$ cat src/pc_stack_params.svh
`ifndef PC_STACK_PARAMS_SVH
`define PC_STACK_PARAMS_SVH

// register byte offsets
`define OFS_COUNTER_LOW   8'h00
`define OFS_HIGH_LATCH    8'h04
`define OFS_UPPER_LATCH   8'h08
`define OFS_STACK_STATUS  8'h0C
`define OFS_TOP_LOW       8'h10
`define OFS_TOP_HIGH      8'h14
`define OFS_TOP_UPPER     8'h18
`define OFS_STACK_CONFIG  8'h1C

// status and config register bit positions
`define BIT_FULL          7
`define BIT_UNDERFLOW     6
`define BIT_ORE           0

// counter values and overflow reset default
`define PC_RESET_VECTOR   21'h000000
`define PC_VECTOR_HIGH    21'h000008
`define PC_VECTOR_LOW     21'h000018
`define PC_STEP           21'h000002
`define ORE_RESET         1'b1

// stack geometry
`define STACK_DEPTH       31
`define STACK_LAST        5'h1F
`define STACK_NEAR_FULL   5'h1E

// bus answers
`define RESP_OKAY         2'h0
`define RESP_SLVERR       2'h2

`endif

$ cat src/pc_stack_pkg.sv
package pc_stack_pkg;

    // one sequencer operation per cycle; after op_none, highest priority first
    typedef enum logic [3:0] {
        op_none,
        op_reset,
        op_int,
        op_call,
        op_jump,
        op_return,
        op_push,
        op_pop,
        op_low_write,
        op_advance
    } op_t;

endpackage

$ cat src/stack_ram.sv
`timescale 1ns/100ps
`default_nettype none

module stack_ram #(
    parameter int DEPTH = 31,
    parameter int WIDTH = 21
) (
    input  wire logic             clk,
    input  wire logic             we,
    input  wire logic [4:0]       waddr,
    input  wire logic [WIDTH-1:0] wdata,
    input  wire logic [4:0]       raddr,
    output logic      [WIDTH-1:0] rdata
);

    logic [WIDTH-1:0] mem [1:DEPTH];

    // ******************************************************
    // entries 1..DEPTH, level zero has no storage
    // ******************************************************
    genvar i;
    generate
        for (i = 1; i <= DEPTH; i++) begin : g_entry
            always_ff @(posedge clk) begin
                if (we && waddr == 5'(i)) begin
                    mem[i] <= wdata;
                end
            end
        end
    endgenerate

    // level zero and out-of-range levels read as zero
    wire rd_valid = (raddr != 5'h00) && ({27'h0, raddr} <= 32'(DEPTH));
    assign rdata = rd_valid ? mem[raddr] : '0;

endmodule

`default_nettype wire

$ cat src/pc_return_stack.sv
// Decided for this implementation: the AXI4-Lite slave port and the register addresses.
`timescale 1ns/100ps
`default_nettype none
`include "pc_stack_params.svh"

module pc_return_stack #(
    parameter int        PC_W       = 21,
    parameter int        DEPTH      = `STACK_DEPTH,
    parameter int        ADDR_W     = 8,
    parameter logic [21:0] PROG_BYTES = 22'h010000
) (
    input  wire logic              clk,
    input  wire logic              rst_n,
    input  wire logic              core_rst_n,
    // sequencer requests, one-cycle pulses
    input  wire logic              seq_advance,
    input  wire logic              seq_call,
    input  wire logic              seq_jump,
    input  wire logic [PC_W-1:0]   seq_target,
    input  wire logic              seq_return,
    input  wire logic              seq_int_ack,
    input  wire logic              seq_int_high,
    input  wire logic              seq_push,
    input  wire logic              seq_pop,
    input  wire logic              seq_low_write,
    input  wire logic [7:0]        seq_low_wdata,
    input  wire logic              seq_low_read,
    input  wire logic [15:0]       mem_data,
    output logic      [PC_W-1:0]   pc,
    output logic      [15:0]       fetch_word,
    output logic                   stack_reset,
    output logic      [7:0]        stack_status,
    // axi4-lite slave
    input  wire logic [ADDR_W-1:0] s_axi_awaddr,
    input  wire logic              s_axi_awvalid,
    output logic                   s_axi_awready,
    input  wire logic [31:0]       s_axi_wdata,
    input  wire logic [3:0]        s_axi_wstrb,
    input  wire logic              s_axi_wvalid,
    output logic                   s_axi_wready,
    output logic      [1:0]        s_axi_bresp,
    output logic                   s_axi_bvalid,
    input  wire logic              s_axi_bready,
    input  wire logic [ADDR_W-1:0] s_axi_araddr,
    input  wire logic              s_axi_arvalid,
    output logic                   s_axi_arready,
    output logic      [31:0]       s_axi_rdata,
    output logic      [1:0]        s_axi_rresp,
    output logic                   s_axi_rvalid,
    input  wire logic              s_axi_rready
);

    // ******************************************************
    // state
    // ******************************************************
    logic [7:0]        high_byte_latch;
    logic [4:0]        upper_byte_latch;
    logic [4:0]        stack_level;
    logic              stack_full_flag;
    logic              stack_underflow_flag;
    logic              overflow_reset_enable;
    logic [PC_W-1:0]   top_entry;

    logic              aw_held;
    logic              w_held;
    logic [ADDR_W-1:0] aw_addr;
    logic [7:0]        w_byte;
    logic              w_lane0;

    logic [PC_W-1:0]   next_pc;
    logic [4:0]        next_level;
    logic              ram_we;
    logic [4:0]        ram_waddr;
    logic [PC_W-1:0]   ram_wdata;
    logic              set_full;
    logic              set_unf;
    logic              stk_rst;

    // ******************************************************
    // operation select
    // ******************************************************
    // the sequencer raises at most one of these; a fixed order settles any overlap
    pc_stack_pkg::op_t op;
    assign op = !core_rst_n    ? pc_stack_pkg::op_reset :
                seq_int_ack    ? pc_stack_pkg::op_int :
                seq_call       ? pc_stack_pkg::op_call :
                seq_jump       ? pc_stack_pkg::op_jump :
                seq_return     ? pc_stack_pkg::op_return :
                seq_push       ? pc_stack_pkg::op_push :
                seq_pop        ? pc_stack_pkg::op_pop :
                seq_low_write  ? pc_stack_pkg::op_low_write :
                seq_advance    ? pc_stack_pkg::op_advance :
                                 pc_stack_pkg::op_none;

    wire core_busy = (op != pc_stack_pkg::op_none);
    wire is_push   = (op == pc_stack_pkg::op_int) || (op == pc_stack_pkg::op_call) ||
                     (op == pc_stack_pkg::op_push);

    // ******************************************************
    // register bus decode
    // ******************************************************
    // bus writes wait for an idle sequencer cycle so no counter update is lost
    wire sw_wr       = aw_held && w_held && !s_axi_bvalid && !core_busy;
    wire wr_low      = (aw_addr == `OFS_COUNTER_LOW);
    wire wr_lath     = (aw_addr == `OFS_HIGH_LATCH);
    wire wr_latu     = (aw_addr == `OFS_UPPER_LATCH);
    wire wr_status   = (aw_addr == `OFS_STACK_STATUS);
    wire wr_top_lo   = (aw_addr == `OFS_TOP_LOW);
    wire wr_top_hi   = (aw_addr == `OFS_TOP_HIGH);
    wire wr_top_up   = (aw_addr == `OFS_TOP_UPPER);
    wire wr_cfg      = (aw_addr == `OFS_STACK_CONFIG);
    wire wr_mapped   = wr_low || wr_lath || wr_latu || wr_status ||
                       wr_top_lo || wr_top_hi || wr_top_up || wr_cfg;
    wire wr_go       = sw_wr && w_lane0;

    wire rd_take     = s_axi_arvalid && s_axi_arready;
    wire rd_low      = (s_axi_araddr == `OFS_COUNTER_LOW);
    wire rd_lath     = (s_axi_araddr == `OFS_HIGH_LATCH);
    wire rd_latu     = (s_axi_araddr == `OFS_UPPER_LATCH);
    wire rd_status   = (s_axi_araddr == `OFS_STACK_STATUS);
    wire rd_top_lo   = (s_axi_araddr == `OFS_TOP_LOW);
    wire rd_top_hi   = (s_axi_araddr == `OFS_TOP_HIGH);
    wire rd_top_up   = (s_axi_araddr == `OFS_TOP_UPPER);
    wire rd_cfg      = (s_axi_araddr == `OFS_STACK_CONFIG);

    wire [7:0] status_word = {stack_full_flag, stack_underflow_flag, 1'b0, stack_level};

    wire [7:0] rd_byte = rd_low    ? pc[7:0] :
                         rd_lath   ? high_byte_latch :
                         rd_latu   ? {3'h0, upper_byte_latch} :
                         rd_status ? status_word :
                         rd_top_lo ? top_entry[7:0] :
                         rd_top_hi ? top_entry[15:8] :
                         rd_top_up ? {3'h0, top_entry[20:16]} :
                         rd_cfg    ? {7'h00, overflow_reset_enable} :
                                     8'h00;
    wire rd_mapped = rd_low || rd_lath || rd_latu || rd_status ||
                     rd_top_lo || rd_top_hi || rd_top_up || rd_cfg;

    assign s_axi_awready = !aw_held && !s_axi_bvalid;
    assign s_axi_wready  = !w_held && !s_axi_bvalid;
    assign s_axi_arready = !s_axi_rvalid;

    // top bytes written in place into the selected entry
    wire [PC_W-1:0] top_merged = wr_top_lo ? {top_entry[20:8], w_byte} :
                                 wr_top_hi ? {top_entry[20:16], w_byte, top_entry[7:0]} :
                                             {w_byte[4:0], top_entry[15:0]};
    wire wr_top = wr_top_lo || wr_top_hi || wr_top_up;

    // low byte write joins both latches, bit 0 forced low
    wire [7:0]      low_src   = (op == pc_stack_pkg::op_low_write) ? seq_low_wdata : w_byte;
    wire [PC_W-1:0] low_load  = {upper_byte_latch, high_byte_latch, low_src[7:1], 1'b0};

    // ******************************************************
    // return stack storage
    // ******************************************************
    // 31 x 21 private entries
    stack_ram #(
        .DEPTH (DEPTH),
        .WIDTH (PC_W)
    ) u_stack_ram (
        .clk   (clk),
        .we    (ram_we),
        .waddr (ram_waddr),
        .wdata (ram_wdata),
        .raddr (stack_level),
        .rdata (top_entry)
    );

    // ******************************************************
    // counter and stack next state
    // ******************************************************
    always_comb begin
        next_pc    = pc;
        next_level = stack_level;
        ram_we     = 1'b0;
        ram_waddr  = stack_level + 5'h01;
        ram_wdata  = pc;
        set_full   = 1'b0;
        set_unf    = 1'b0;
        stk_rst    = 1'b0;
        case (op)
            pc_stack_pkg::op_reset: begin
                next_pc    = `PC_RESET_VECTOR;
                next_level = 5'h00;
            end
            pc_stack_pkg::op_int: begin
                next_pc = seq_int_high ? `PC_VECTOR_HIGH : `PC_VECTOR_LOW;
            end
            pc_stack_pkg::op_call,
            pc_stack_pkg::op_jump: begin
                next_pc = {seq_target[PC_W-1:1], 1'b0};
            end
            pc_stack_pkg::op_return: begin
                if (stack_level == 5'h00) begin
                    next_pc = `PC_RESET_VECTOR;
                    set_unf = 1'b1;
                end else begin
                    next_pc    = {top_entry[PC_W-1:1], 1'b0};
                    next_level = stack_level - 5'h01;
                end
            end
            pc_stack_pkg::op_pop: begin
                if (stack_level == 5'h00) begin
                    set_unf = 1'b1;
                end else begin
                    next_level = stack_level - 5'h01;
                end
            end
            pc_stack_pkg::op_low_write: begin
                next_pc = low_load;
            end
            pc_stack_pkg::op_advance: begin
                next_pc = pc + `PC_STEP;
            end
            default: begin
                if (wr_go && wr_low) begin
                    next_pc = low_load;
                end
                if (wr_go && wr_status) begin
                    next_level = w_byte[4:0];
                end
                if (wr_go && wr_top && stack_level != 5'h00) begin
                    ram_we    = 1'b1;
                    ram_waddr = stack_level;
                    ram_wdata = top_merged;
                end
            end
        endcase

        // push increments then stores the current counter value, not advanced by the step
        if (is_push) begin
            if (stack_level < `STACK_NEAR_FULL) begin
                ram_we     = 1'b1;
                next_level = stack_level + 5'h01;
            end else if (stack_level == `STACK_NEAR_FULL) begin
                ram_we     = 1'b1;
                set_full   = 1'b1;
                next_level = `STACK_LAST;
                stk_rst    = overflow_reset_enable;
            end else begin
                set_full = 1'b1;
            end
        end

        if (set_unf && overflow_reset_enable) begin
            stk_rst = 1'b1;
        end

        // stack reset leaves pointer zero and restarts at the reset vector
        if (stk_rst) begin
            next_pc    = `PC_RESET_VECTOR;
            next_level = 5'h00;
        end
    end

    // ******************************************************
    // counter, pointer, flags
    // ******************************************************
    // counter register, bit 0 never set
    always_ff @(posedge clk) begin
        if (!rst_n) begin
            pc          <= `PC_RESET_VECTOR;
            stack_level <= 5'h00;
            stack_reset <= 1'b0;
        end else begin
            pc          <= {next_pc[PC_W-1:1], 1'b0};
            stack_level <= next_level;
            stack_reset <= stk_rst;
        end
    end

    // sticky flags, only power-on clears them besides software; set beats clear
    wire clr_full = wr_go && wr_status && !w_byte[`BIT_FULL];
    wire clr_unf  = wr_go && wr_status && !w_byte[`BIT_UNDERFLOW];
    always_ff @(posedge clk) begin
        if (!rst_n) begin
            stack_full_flag      <= 1'b0;
            stack_underflow_flag <= 1'b0;
        end else begin
            stack_full_flag      <= set_full || (stack_full_flag && !clr_full);
            stack_underflow_flag <= set_unf || (stack_underflow_flag && !clr_unf);
        end
    end

    assign stack_status = status_word;

    // ******************************************************
    // latches and configuration
    // ******************************************************
    // any low-byte read refreshes the latches; a latch write in the same cycle wins
    wire low_seen = seq_low_read || (rd_take && rd_low);
    always_ff @(posedge clk) begin
        if (!rst_n || !core_rst_n) begin
            high_byte_latch  <= 8'h00;
            upper_byte_latch <= 5'h00;
        end else begin
            if (wr_go && wr_lath) begin
                high_byte_latch <= w_byte;
            end else if (low_seen) begin
                high_byte_latch <= pc[15:8];
            end
            if (wr_go && wr_latu) begin
                upper_byte_latch <= w_byte[4:0];
            end else if (low_seen) begin
                upper_byte_latch <= pc[20:16];
            end
        end
    end

    // overflow reset option, on by default
    always_ff @(posedge clk) begin
        if (!rst_n) begin
            overflow_reset_enable <= `ORE_RESET;
        end else if (wr_go && wr_cfg) begin
            overflow_reset_enable <= w_byte[`BIT_ORE];
        end
    end

    // ******************************************************
    // fetch path
    // ******************************************************
    // beyond implemented memory the word reads as zero
    wire in_range = ({1'b0, pc} < PROG_BYTES);
    always_ff @(posedge clk) begin
        if (!rst_n) begin
            fetch_word <= 16'h0000;
        end else begin
            fetch_word <= in_range ? mem_data : 16'h0000;
        end
    end

    // ******************************************************
    // axi4-lite write channel
    // ******************************************************
    // address and data are captured separately and joined when both are held
    always_ff @(posedge clk) begin
        if (!rst_n) begin
            aw_held <= 1'b0;
            aw_addr <= '0;
        end else if (s_axi_awvalid && s_axi_awready) begin
            aw_held <= 1'b1;
            aw_addr <= s_axi_awaddr;
        end else if (sw_wr) begin
            aw_held <= 1'b0;
        end
    end

    always_ff @(posedge clk) begin
        if (!rst_n) begin
            w_held  <= 1'b0;
            w_byte  <= 8'h00;
            w_lane0 <= 1'b0;
        end else if (s_axi_wvalid && s_axi_wready) begin
            w_held  <= 1'b1;
            w_byte  <= s_axi_wdata[7:0];
            w_lane0 <= s_axi_wstrb[0];
        end else if (sw_wr) begin
            w_held <= 1'b0;
        end
    end

    // unmapped offsets answer slverr and change nothing
    always_ff @(posedge clk) begin
        if (!rst_n) begin
            s_axi_bvalid <= 1'b0;
            s_axi_bresp  <= `RESP_OKAY;
        end else if (sw_wr) begin
            s_axi_bvalid <= 1'b1;
            s_axi_bresp  <= wr_mapped ? `RESP_OKAY : `RESP_SLVERR;
        end else if (s_axi_bready) begin
            s_axi_bvalid <= 1'b0;
        end
    end

    // ******************************************************
    // axi4-lite read channel
    // ******************************************************
    always_ff @(posedge clk) begin
        if (!rst_n) begin
            s_axi_rvalid <= 1'b0;
            s_axi_rdata  <= 32'h00000000;
            s_axi_rresp  <= `RESP_OKAY;
        end else if (rd_take) begin
            s_axi_rvalid <= 1'b1;
            s_axi_rdata  <= {24'h000000, rd_byte};
            s_axi_rresp  <= rd_mapped ? `RESP_OKAY : `RESP_SLVERR;
        end else if (s_axi_rready) begin
            s_axi_rvalid <= 1'b0;
        end
    end

endmodule

`default_nettype wire

$ cat config.mk
export PLATFORM = sky130hd
export DESIGN_NAME = pc_return_stack
export DESIGN_NICKNAME = d
export VERILOG_FILES = /design/src/pc_stack_pkg.sv /design/src/stack_ram.sv /design/src/pc_return_stack.sv
export VERILOG_INCLUDE_DIRS = /design/src
export SDC_FILE = /design/constraint.sdc
export NUM_CORES = 1
export LEC_CHECK = 0
export BUFFER_PORTS_ARGS = -buffer_cell sky130_fd_sc_hd__buf_2
export CAP_MARGIN = 5
export CELL_PAD_IN_SITES_DETAIL_PLACEMENT = 0
export CELL_PAD_IN_SITES_GLOBAL_PLACEMENT = 1
export CORE_MARGIN = 2
export CORE_UTILIZATION = 30
export CTS_CLUSTER_DIAMETER = 80
export DETAILED_ROUTE_END_ITERATION = 6
export GPL_TIMING_DRIVEN = 0
export HOLD_SLACK_MARGIN = 0.02
export PLACE_DENSITY = 0.49
export SLEW_MARGIN = 20
export SYNTH_ARGS = -nofsm -noshare
export SYNTH_HDL_FRONTEND = slang
export SYNTH_SLANG_ARGS = --single-unit
$ cat constraint.sdc
create_clock -name clk -period 6.5 [get_ports clk]
set_input_delay 0.65 -clock clk [delete_from_list [all_inputs] [get_ports clk]]
set_output_delay 0.65 -clock clk [all_outputs]
set_load 0.02 [all_outputs]
After elaboration in Yosys (flattened, before gate mapping)
Memory sizes are Yosys's and may differ from the RTL's. A register that Yosys moved wholly into a read port is not among the register bits.
Cells that the tools add are included.
{ "totals": {"rom_bits": 0, "memories": 1, "input_bits": 115, "latchBits": 0, "ram_bits": 651, "output_inout_bits": 87, "elab_cells": 432, "ff_bits": 92} }
{ "memory_table": {"columns": ["name", "words", "word_bits", "read_ports", "rd_clocked_by_memory_dff", "write_ports", "line_no", "rtl"], "rows": [
  ["u_stack_ram.mem", 31, 21, 1, 1, 1, "stack_ram.sv:16", "logic [WIDTH-1:0] mem [1:DEPTH];"]
]} }
{ "classes": {"addsub": 3, "n_mul": 0, "order_cmp": 2, "n_bitwise": 2, "eq_ne": 55, "reduce_logical": 135, "div": 0, "muxes": 214, "n_shift": 0} }
{ "ops": {"columns": ["operator", "count"], "rows": [
  ["21-bit two-way mux", 37],
  ["21-bit OR reduction", 30],
  ["5-bit two-way mux", 42],
  ["21-bit one-hot mux with 7 select lines", 1],
  ["1-bit two-way mux", 113],
  ["5-bit equality test (second input constant)", 17],
  ["8-bit two-way mux", 9],
  ["8-bit by 5-bit equality test with 1-bit output (second input constant)", 8],
  ["1-bit logical AND", 53],
  ["5-bit by 4-bit equality test with 1-bit output (second input constant)", 8],
  ["4-bit two-way mux", 9],
  ["8-bit by 4-bit equality test with 1-bit output (second input constant)", 4],
  ["1-bit logical OR", 22],
  ["21-bit by 2-bit adder with 21-bit output (second input constant)", 1],
  ["21-bit by 17-bit < comparator with 1-bit output (second input constant)", 1],
  ["5-bit by 3-bit equality test with 1-bit output (second input constant)", 4],
  ["4-bit by 3-bit equality test with 1-bit output (second input constant)", 4],
  ["8-bit by 3-bit equality test with 1-bit output (second input constant)", 2],
  ["8-bit logical NOT", 2],
  ["5-bit one-hot mux with 3 select lines", 1],
  ["2-bit nonzero test", 6],
  ["1-bit logical NOT", 11],
  ["5-bit by 2-bit equality test with 1-bit output (second input constant)", 2],
  ["4-bit by 2-bit equality test with 1-bit output (second input constant)", 2],
  ["16 further kinds", 22]
]} }

Depth between registers and ports, before layout
Gate-level depths: netlist of the first run.
{ "depth": {"word_depth": 54, "depth_mapped": 17, "mapped_depth_nobuf": 9} }

Modules after synthesis
From an unflattened synthesis of the first run, not the netlist that was laid out.
{ "unflattened": {"cells_unflattened": 1876, "area_unflattened_um2": 31038.5} }
{ "modules_own_cells": {"columns": ["mod", "cells_per_inst", "area_each_um2", "seq_area_each_um2", "instances"], "rows": [
  ["stack_ram", 1163, 25146.6, 19548.7, 1],
  ["pc_return_stack", 713, 5891.9, 1781.7, 1]
]} }

Worst setup path before layout of the first run
No wires, ideal clock.
{ "synth_path": {"path_kind": "register to register", "startpoint": "register stack_level[1]", "endpoint": "memory u_stack_ram.mem[10][0], data pin", "arrival_ps": 4440, "path_buffers": 8, "synth_period_minus_slack_ps": 4899, "path_stages_with_launch": 16, "setup_time_ps": 459, "required_ps": 6041, "slack_ps": 1601, "path_cell_list": "dfxtp_1 buf_2 buf_4 buf_4 buf_4 buf_4 inv_1 ha_1 clkbuf_1 or4_1 clkbuf_1 clkbuf_1 a211oi_1 a21oi_1 and4_1 a211oi_1"} }
{ "synth_between": {"word_cells_on_any_way": 192, "classes_between": "add/sub: 1; order compare: 1; eq/ne: 30; mux: 100; reduce/logical: 60"} }
{ "synth_rtl": {"columns": ["item", "line_no", "rtl"], "rows": [
  ["from (decl)", "pc_return_stack.sv:58", "logic [4:0] stack_level;"],
  ["from (signal assigned)", "pc_return_stack.sv:268", "stack_level <= next_level;"],
  ["5-bit nonzero test (*)", "stack_ram.sv:33, pc_return_stack.sv:223", null],
  ["21-bit two-way mux", "stack_ram.sv:34", "assign rdata = rd_valid ? mem[raddr] : '0;"],
  ["21-bit two-way mux", "pc_return_stack.sv:146", "wr_top_hi ? {top_entry[20:16], w_byte, top_entry[7:0]} :"],
  ["21-bit two-way mux", "pc_return_stack.sv:145", "wire [PC_W-1:0] top_merged = wr_top_lo ? {top_entry[20:8], w_byte} :"],
  ["21-bit two-way mux (*)", "pc_return_stack.sv:223", "if (wr_go && wr_top && stack_level != 5'h00) begin"],
  ["21-bit two-way mux (*)", "pc_return_stack.sv:182", "case (op)"],
  ["net ram_wdata[0]", "pc_return_stack.sv:74", "logic [PC_W-1:0] ram_wdata;"],
  ["21-bit two-way mux (no line) (29 in a row)", null, null],
  ["21-bit two-way mux (no line) (*)", null, null],
  ["to (decl)", "stack_ram.sv:16", null]
]} }
Mark *: on every way through the listed nets, which the timed path passes. The rest lies on a longest branch.

Worst setup path after layout of the first run
{ "layout_path": {"startpoint": "register stack_level[1]", "endpoint": "memory u_stack_ram.mem[5][11] (enable)"} }
{ "layout_between": {"elab_chain_cells": 41, "word_cells_on_any_way": 226, "classes_between": "add/sub: 1; order compare: 1; eq/ne: 32; mux: 129; reduce/logical: 63"} }
{ "layout_lines": {"columns": ["item"], "rows": [
  ["branches (longest 41 deep; another with 5-bit by 1-bit adder with 5-bit output)"]
]} }
Several ways; the timed one is not identified.

==> results of run 1 <==
## what timing repair did
item	CTS	global route
gates resized for setup	1	0
gates cloned	0	0
buffers inserted	0	2
setup endpoints to repair	24	10
pin swaps	0	1
## state kept, by name, summed over array words and instances (netlist names), 5 cells and up
register	cells
fetch_word	16
s_axi_rdata	8
upper_byte_latch	5
stack_level	5
w_byte	8
aw_addr	8
high_byte_latch	8
pc	20
u_stack_ram.mem	651
## final timing paths
check	startpoint	end	slack (ns)
setup / recovery	stack_level[1]	u_stack_ram.mem[5][11]	0.28
hold / removal	mem_data[2]	fetch_word[2]	0.19
setup reg to reg	stack_level[1]	u_stack_ram.mem[5][11]	0.28
hold reg to reg	aw_addr[5]	aw_addr[5]	0.46
## layer usage
layer | GRT usage [%] | vias up | wire length, um
li1 | - | 8461 | -
met1 | 28.55 | 10299 | 49730
met2 | 35.40 | 700 | 55180
met3 | 3.246 | 123 | 6016
met4 | 5.280 | 0 | 2416
met5 | 0 | - | 0
## stage by stage
step / power, W / worst slack, ns / cells / hold slack [ns] / utilization, %
after floorplan: 0.005943 / 1.601 / 2015 / 0.4431 / -
after global placement: 0.006421 / -2.411 / 3536 / 0.4550 / 32.60
after detailed placement: 0.006487 / 0.02649 / 3584 / 0.4613 / 33.97
after CTS: 0.01103 / 0.1449 / 3736 / 0.1454 / 36.47
after global routing: 0.01127 / 0.002847 / 3739 / 0.1678 / 36.52
final: 0.01093 / 0.2832 / 3739 / 0.1869 / 36.52
## power groups by stage
stage	Sequential [W]	Clock (W)	Combinational, W
finish	0.00526	0.00455	0.00113
global route	0.00526	0.00483	0.00118
CTS	0.00526	0.00464	0.00113
detailed placement	0.00536	0	0.00113
global placement	0.00537	0	0.00105
floorplan	0.00537	0	0.000577
## kinds of logic after synthesis
logic type                 synth area share, %
DFF                                      68.68
AOI/OAI and AO/OA                        8.041
muxes                                    13.29
other                                  0.01207
buffers and inverters                    2.598
and+or+nand+nor                          6.659
xor gates and xnor gates                0.5640
adders and majority gates               0.1611
## area by class of cell
class                      instances  area (um^2)
timing repair buffer             192         1758
sequential                       740        21330
inverter                           6        22.52
tap                             1380         1727
fill                            9888        65420
clock buffer                     112         2225
buffer                           151        788.3
clock inverter                    40        352.8
multi-input combinational       1118         9430
## placed cells by master (no fill, tap or decap), types with 16 or more instances in the layout
| cell type | synthesis | final |
|---|---|---|
| buf_4 | 44 | 46 |
| nand2_1 | 116 | 116 |
| buf_12 | 0 | 23 |
| and2_1 | 23 | 23 |
| a221oi_1 | 16 | 16 |
| mux4_2 | 104 | 104 |
| a22oi_1 | 48 | 48 |
| nor2_4 | 0 | 31 |
| buf_16 | 0 | 17 |
| conb_1 | 1 | 28 |
| nand3_1 | 47 | 47 |
| buf_2 | 36 | 178 |
| nor3_1 | 26 | 22 |
| dfxtp_1 | 89 | 89 |
| nor2_1 | 132 | 100 |
| a21oi_1 | 51 | 51 |
| clkbuf_1 | 62 | 85 |
| mux2i_1 | 167 | 167 |
| a211oi_1 | 42 | 41 |
| clkbuf_16 | 0 | 84 |
| edfxtp_1 | 651 | 651 |
| o21ai_0 | 59 | 43 |
| a21boi_0 | 23 | 23 |
==> impl_metrics.yaml, run 1 <==
timing:
  fin_skew_ns: 0.01771
  slew_viol_final: 0
  post-route-min-period_ns: 6.217
  tightest_slew_ns: 1.129
  finalCritPeriodShare_pct: 95.64
  fmax_mhz: 160.9
  setup_viol: 0
  maxSlewHeadroom_pct: 24.70
  hold_viol_final: 0
  tns_ns: 0
  rsz0062_at_grt: "no"
synth:
  synth_top_cell_by_area: "edfxtp_1"
  synth_seq_cells: 740
  synthDistinctLibCells: 74
  synth_seq_area_share_pct: 68.68
  yosysMostFrequentCell: "edfxtp_1"
  synthTopCellsByArea: "edfxtp_1, mux4_2, dfxtp_1"
  synth-warning-count: 0
  netlist.area_leader.share_pct: 62.94
  synth.avg_cell_area_um2: 15.62
  ys_async_sr_fraction_pct: 0
  synth_edf_count: 651
  synth_cells: 1988
  synth_ff_type: "edfxtp_1"
  synthTopCellsByCount: "edfxtp_1, mux2i_1, nor2_1, nand2_1, mux4_2"
  syn_area_mm2: 0.03106
clock_tree:
  root_buffer: "clkbuf_16"
  htree_levels: 3
  insertion_delay_ns: 0.67
  cts-buffers-inserted: 84
  cts_hold_buf: 0
  cts_buffer_depth: 3
  cts_tree: "done"
  cts_num_sinks: 740
  clkTransAtPathRegs_ns: 0.06
setup_path:
  endpoint_kind: "flop"
  crit_path_start_kind: "flop"
  cp_max_fo: 13
  cpPeakStageDelay_ns: 0.71
  cp.depth: 16
  worst-setup-path-type: "reg2reg"
  crit_buf_inv: 8
  cpMostUsedCell: "buf_4"
  cp_data_arrival_time_ns: 6.57
  critPathTopFamily: "buffers and inverters"
  worstPathRequired_ns: 6.85
  worstPathCellList: "buf_2 > buf_4 > buf_4 > buf_4 > buf_4 > inv_1 > ha_1 > clkbuf_1 > or4b_2 > nand3_1 > nor4_2 > a21oi_1 > mux2i_1 > o21ai_1 > nor2_4 > buf_12"
  reg2regPathDepth: 16
  slowest_stage: "nor4_2"
power_and_ir_drop:
  power_switching_w: 0.002802
  power_density_mw_per_mm2: 290.5
  pwr-share-clk_pct: 41.6
  p_int_w: 0.008128
  switching_share_pct: 25.64
  seqPwrFrac_pct: 48.1
  p_leak_nw: 12.57
  peakVddDrop_mv: 0.1692
  combPwrFrac_pct: 10.3
drt:
  drc: 0
  drt_iter0_drc: 1953
  avgRoutedWirePerCell_um: 30.31
  vias: 19583
  viasPerCell: 5.237
  dr.pass1.iters: 5
  ant_nets: 0
  wirelength_um: 113300
layout:
  final_layout_size_suffix_gt1_share_pct: 24.54
  final_cell_area_mm2: 0.03763
  synthToLayoutAreaGrowth_pct: 21.17
  finish.net_count: 2412
  antenna_cells: 0
die:
  pin_count: 202
  die_h_um: 325.8
  floorplan.initialDensity_pct: 30.14
  die_x_um: 325.8
  dieArea_mm2: 0.1061
  fp.coreArea_mm2: 0.1031
  row_count: 118
place:
  globalplace.congestion: 0.8889
  portBuffers: 141
  post-dp-hpwl_um: 80280
  placed_area_mm2: 0.03501
global_route:
  antenna_found_initial: 1
  grt_overflow: 0
  grt_max_degree: 32
  track_usage_pct: 21.07
  grt_pass1_wl_um: 157300
  grt_pass1_vias: 19527
min_path:
  min_path_type: "in2reg"
  min_path_cells: 2
run:
  maxCapViolations: 0
run_status:
  status: "finished clean"
Note: power is estimated with default switching activity, not from simulation.
==> inputs of run 2 (changes only) <==
==> constraint.sdc (replaced) <==
create_clock -name clk -period 6.5 [get_ports clk]
set_input_delay 0 -clock clk [delete_from_list [all_inputs] [get_ports clk]]
set_output_delay 0 -clock clk [all_outputs]
set_load 0.02 [all_outputs]
==> run 2 against run 1 <==
  * The run now ends with design-rule violations left
  * Setup slack got worse by 0.089 ns
  * Clock skew rose by 0.0024 ns
  * Utilization rose by 1.2 points
  * Die area did not move
  * Global-route usage rose by 0.23 points
  * Via count rose by 3.1%
  * Highest routed layer unchanged
==> impl_metrics.yaml, run 2 (same netlist as run 1, synthesis figures left out) <==
global_route:
  grt_max_degree: 32
  antenna_found_initial: 1
  grt_pass1_vias: 20247
  grt_pass1_wl_um: 159700
  grt_overflow: 0
  track_usage_pct: 21.30
run_status:
  failed_checks: "design-rule violations"
  status: "finished with violations"
setup_path:
  cpPeakStageDelay_ns: 0.76
  cp_data_arrival_time_ns: 6.65
  crit_path_start_kind: "flop"
  endpoint_kind: "flop"
  worst-setup-path-type: "reg2reg"
  worstPathCellList: "buf_2 > buf_4 > buf_4 > buf_4 > buf_4 > inv_1 > ha_1 > clkbuf_1 > or4b_2 > nand3_1 > nor4_2 > a21oi_1 > mux2i_1 > o21ai_1 > nor2_4 > buf_12"
  cpMostUsedCell: "buf_4"
  cp_max_fo: 13
  slowest_stage: "nor4_2"
  worstPathRequired_ns: 6.85
timing:
  slew_viol_final: 0
  hold_viol_final: 0
  fin_skew_ns: 0.02010
  rsz0062_at_grt: "no"
  setup_viol: 0
  fmax_mhz: 158.6
  maxSlewHeadroom_pct: 21.71
  tightest_slew_ns: 1.169
  post-route-min-period_ns: 6.306
  finalCritPeriodShare_pct: 97.01
  tns_ns: 0
power_and_ir_drop:
  finalPower_w: 0.01099
  power_density_mw_per_mm2: 282.5
  peakVddDrop_mv: 0.1694
  p_leak_nw: 13.11
place:
  post-dp-hpwl_um: 80280
  dp_cells: 3584
  portBuffers: 141
  globalplace.congestion: 0.8889
drt:
  wirelength_um: 114600
  vias: 20189
  avgRoutedWirePerCell_um: 29.63
  dr.pass1.iters: 7
  ant_nets: 0
  viasPerCell: 5.222
  drt_iter0_drc: 1849
  drc: 8
die:
  die_x_um: 325.8
  pin_count: 202
  fp.coreArea_mm2: 0.1031
  dieArea_mm2: 0.1061
  row_count: 118
  floorplan.initialDensity_pct: 30.14
  die_h_um: 325.8
layout:
  top_regs: "u_stack_ram.mem x651, pc x20, fetch_word x16"
  largest_reg_flops: 651
  final_util_pct: 37.74
  synthToLayoutAreaGrowth_pct: 25.24
  layout_commonest_cell: "edfxtp_1"
  top_register: "u_stack_ram.mem"
  layout_common_cells: "edfxtp_1, buf_2, mux2i_1, dlygate4sd3_1, nand2_1"
  final_layout_size_suffix_gt1_share_pct: 23.30
  finalNonFillerCells: 3866
  finish.net_count: 2538
min_path:
  min_path_type: "in2reg"
clock_tree:
  cts_tree: "done"
  htree_levels: 3
  insertion_delay_ns: 0.66
  root_buffer: "clkbuf_16"
  cts-buffers-inserted: 84
  cts_num_sinks: 740
  clkTransAtPathRegs_ns: 0.06
  cts_buffer_depth: 3
run:
  maxCapViolations: 0
[run 2: changes by cell type in the layout (fill, tap and decap cells not counted)]
cell	change
diode_2	+1
dlygate4sd3_1	+126
[run 2: routing by layer]
metal / track usage [%] / routed length (um)
met4: 5.129 / 2537
met2: 35.81 / 55810
met5: 0 / 0
met1: 28.83 / 50300
met3: 3.410 / 5905
[run 2: where the power goes]
group          total (W)  internal, W  switching, W  leakage (nW)
Combinational    0.00119     0.000406      0.000780          5.09
Sequential       0.00526      0.00522     0.0000380          6.77
Clock            0.00454      0.00255       0.00199          1.25
Total             0.0110      0.00818       0.00281          13.1
[run 2: metrics by stage]
step | hold WS, ns | worst slack (ns) | cell area (um^2)
floorplan | 0.1217 | 1.601 | 31160
detailed placement | 0.2034 | 0.02649 | 35010
CTS | 0.03193 | 0.1449 | 38850
finish | 0.02089 | 0.1940 | 38900
global route | 0.06273 | 0.0009308 | 38890
global placement | 0.2015 | -2.411 | 33590
[run 2: path summary, 6_finish.rpt]
| kind | startpoint | end | slack, ns | cells past startpoint |
|---|---|---|---|---|
| setup / recovery | stack_level[1] | u_stack_ram.mem[5][11] | 0.19 | 16 |
| hold / removal | seq_target[3] | pc[3] | 0.02 | 4 |
| hold reg to reg | s_axi_bresp[1] | s_axi_bresp[1] | 0.50 | 1 |
| setup reg to reg | stack_level[1] | u_stack_ram.mem[5][11] | 0.19 | 16 |
[run 2: what timing repair did]
action                                  CTS  global route
hold buffers                            126             0
resized for setup                         1             0
endpoints found under the setup margin   24            10
setup buffers                             0             2
hold endpoints to repair                 74             0
pin swaps                                 0             1
[run 2: area by class of cell]
type | count | area [um^2]
buffer | 151 | 788.3
tap | 1380 | 1727
multi-input combinational | 1118 | 9430
antenna | 1 | 2.502
clock buffer | 112 | 2225
sequential | 740 | 21330
timing repair buffer | 318 | 3019
inverter | 6 | 22.52
fill | 9786 | 64160
clock inverter | 40 | 352.8
[run 2: critical path, delay by kind of cell, from the launching register on]
kind	cells	cell delay [ns]
fa+ha+maj	1	0.28
mux	1	0.42
simple gates	4	1.79
buf+inv	8	2.45
flops	1	0.44
compound gates	2	0.53
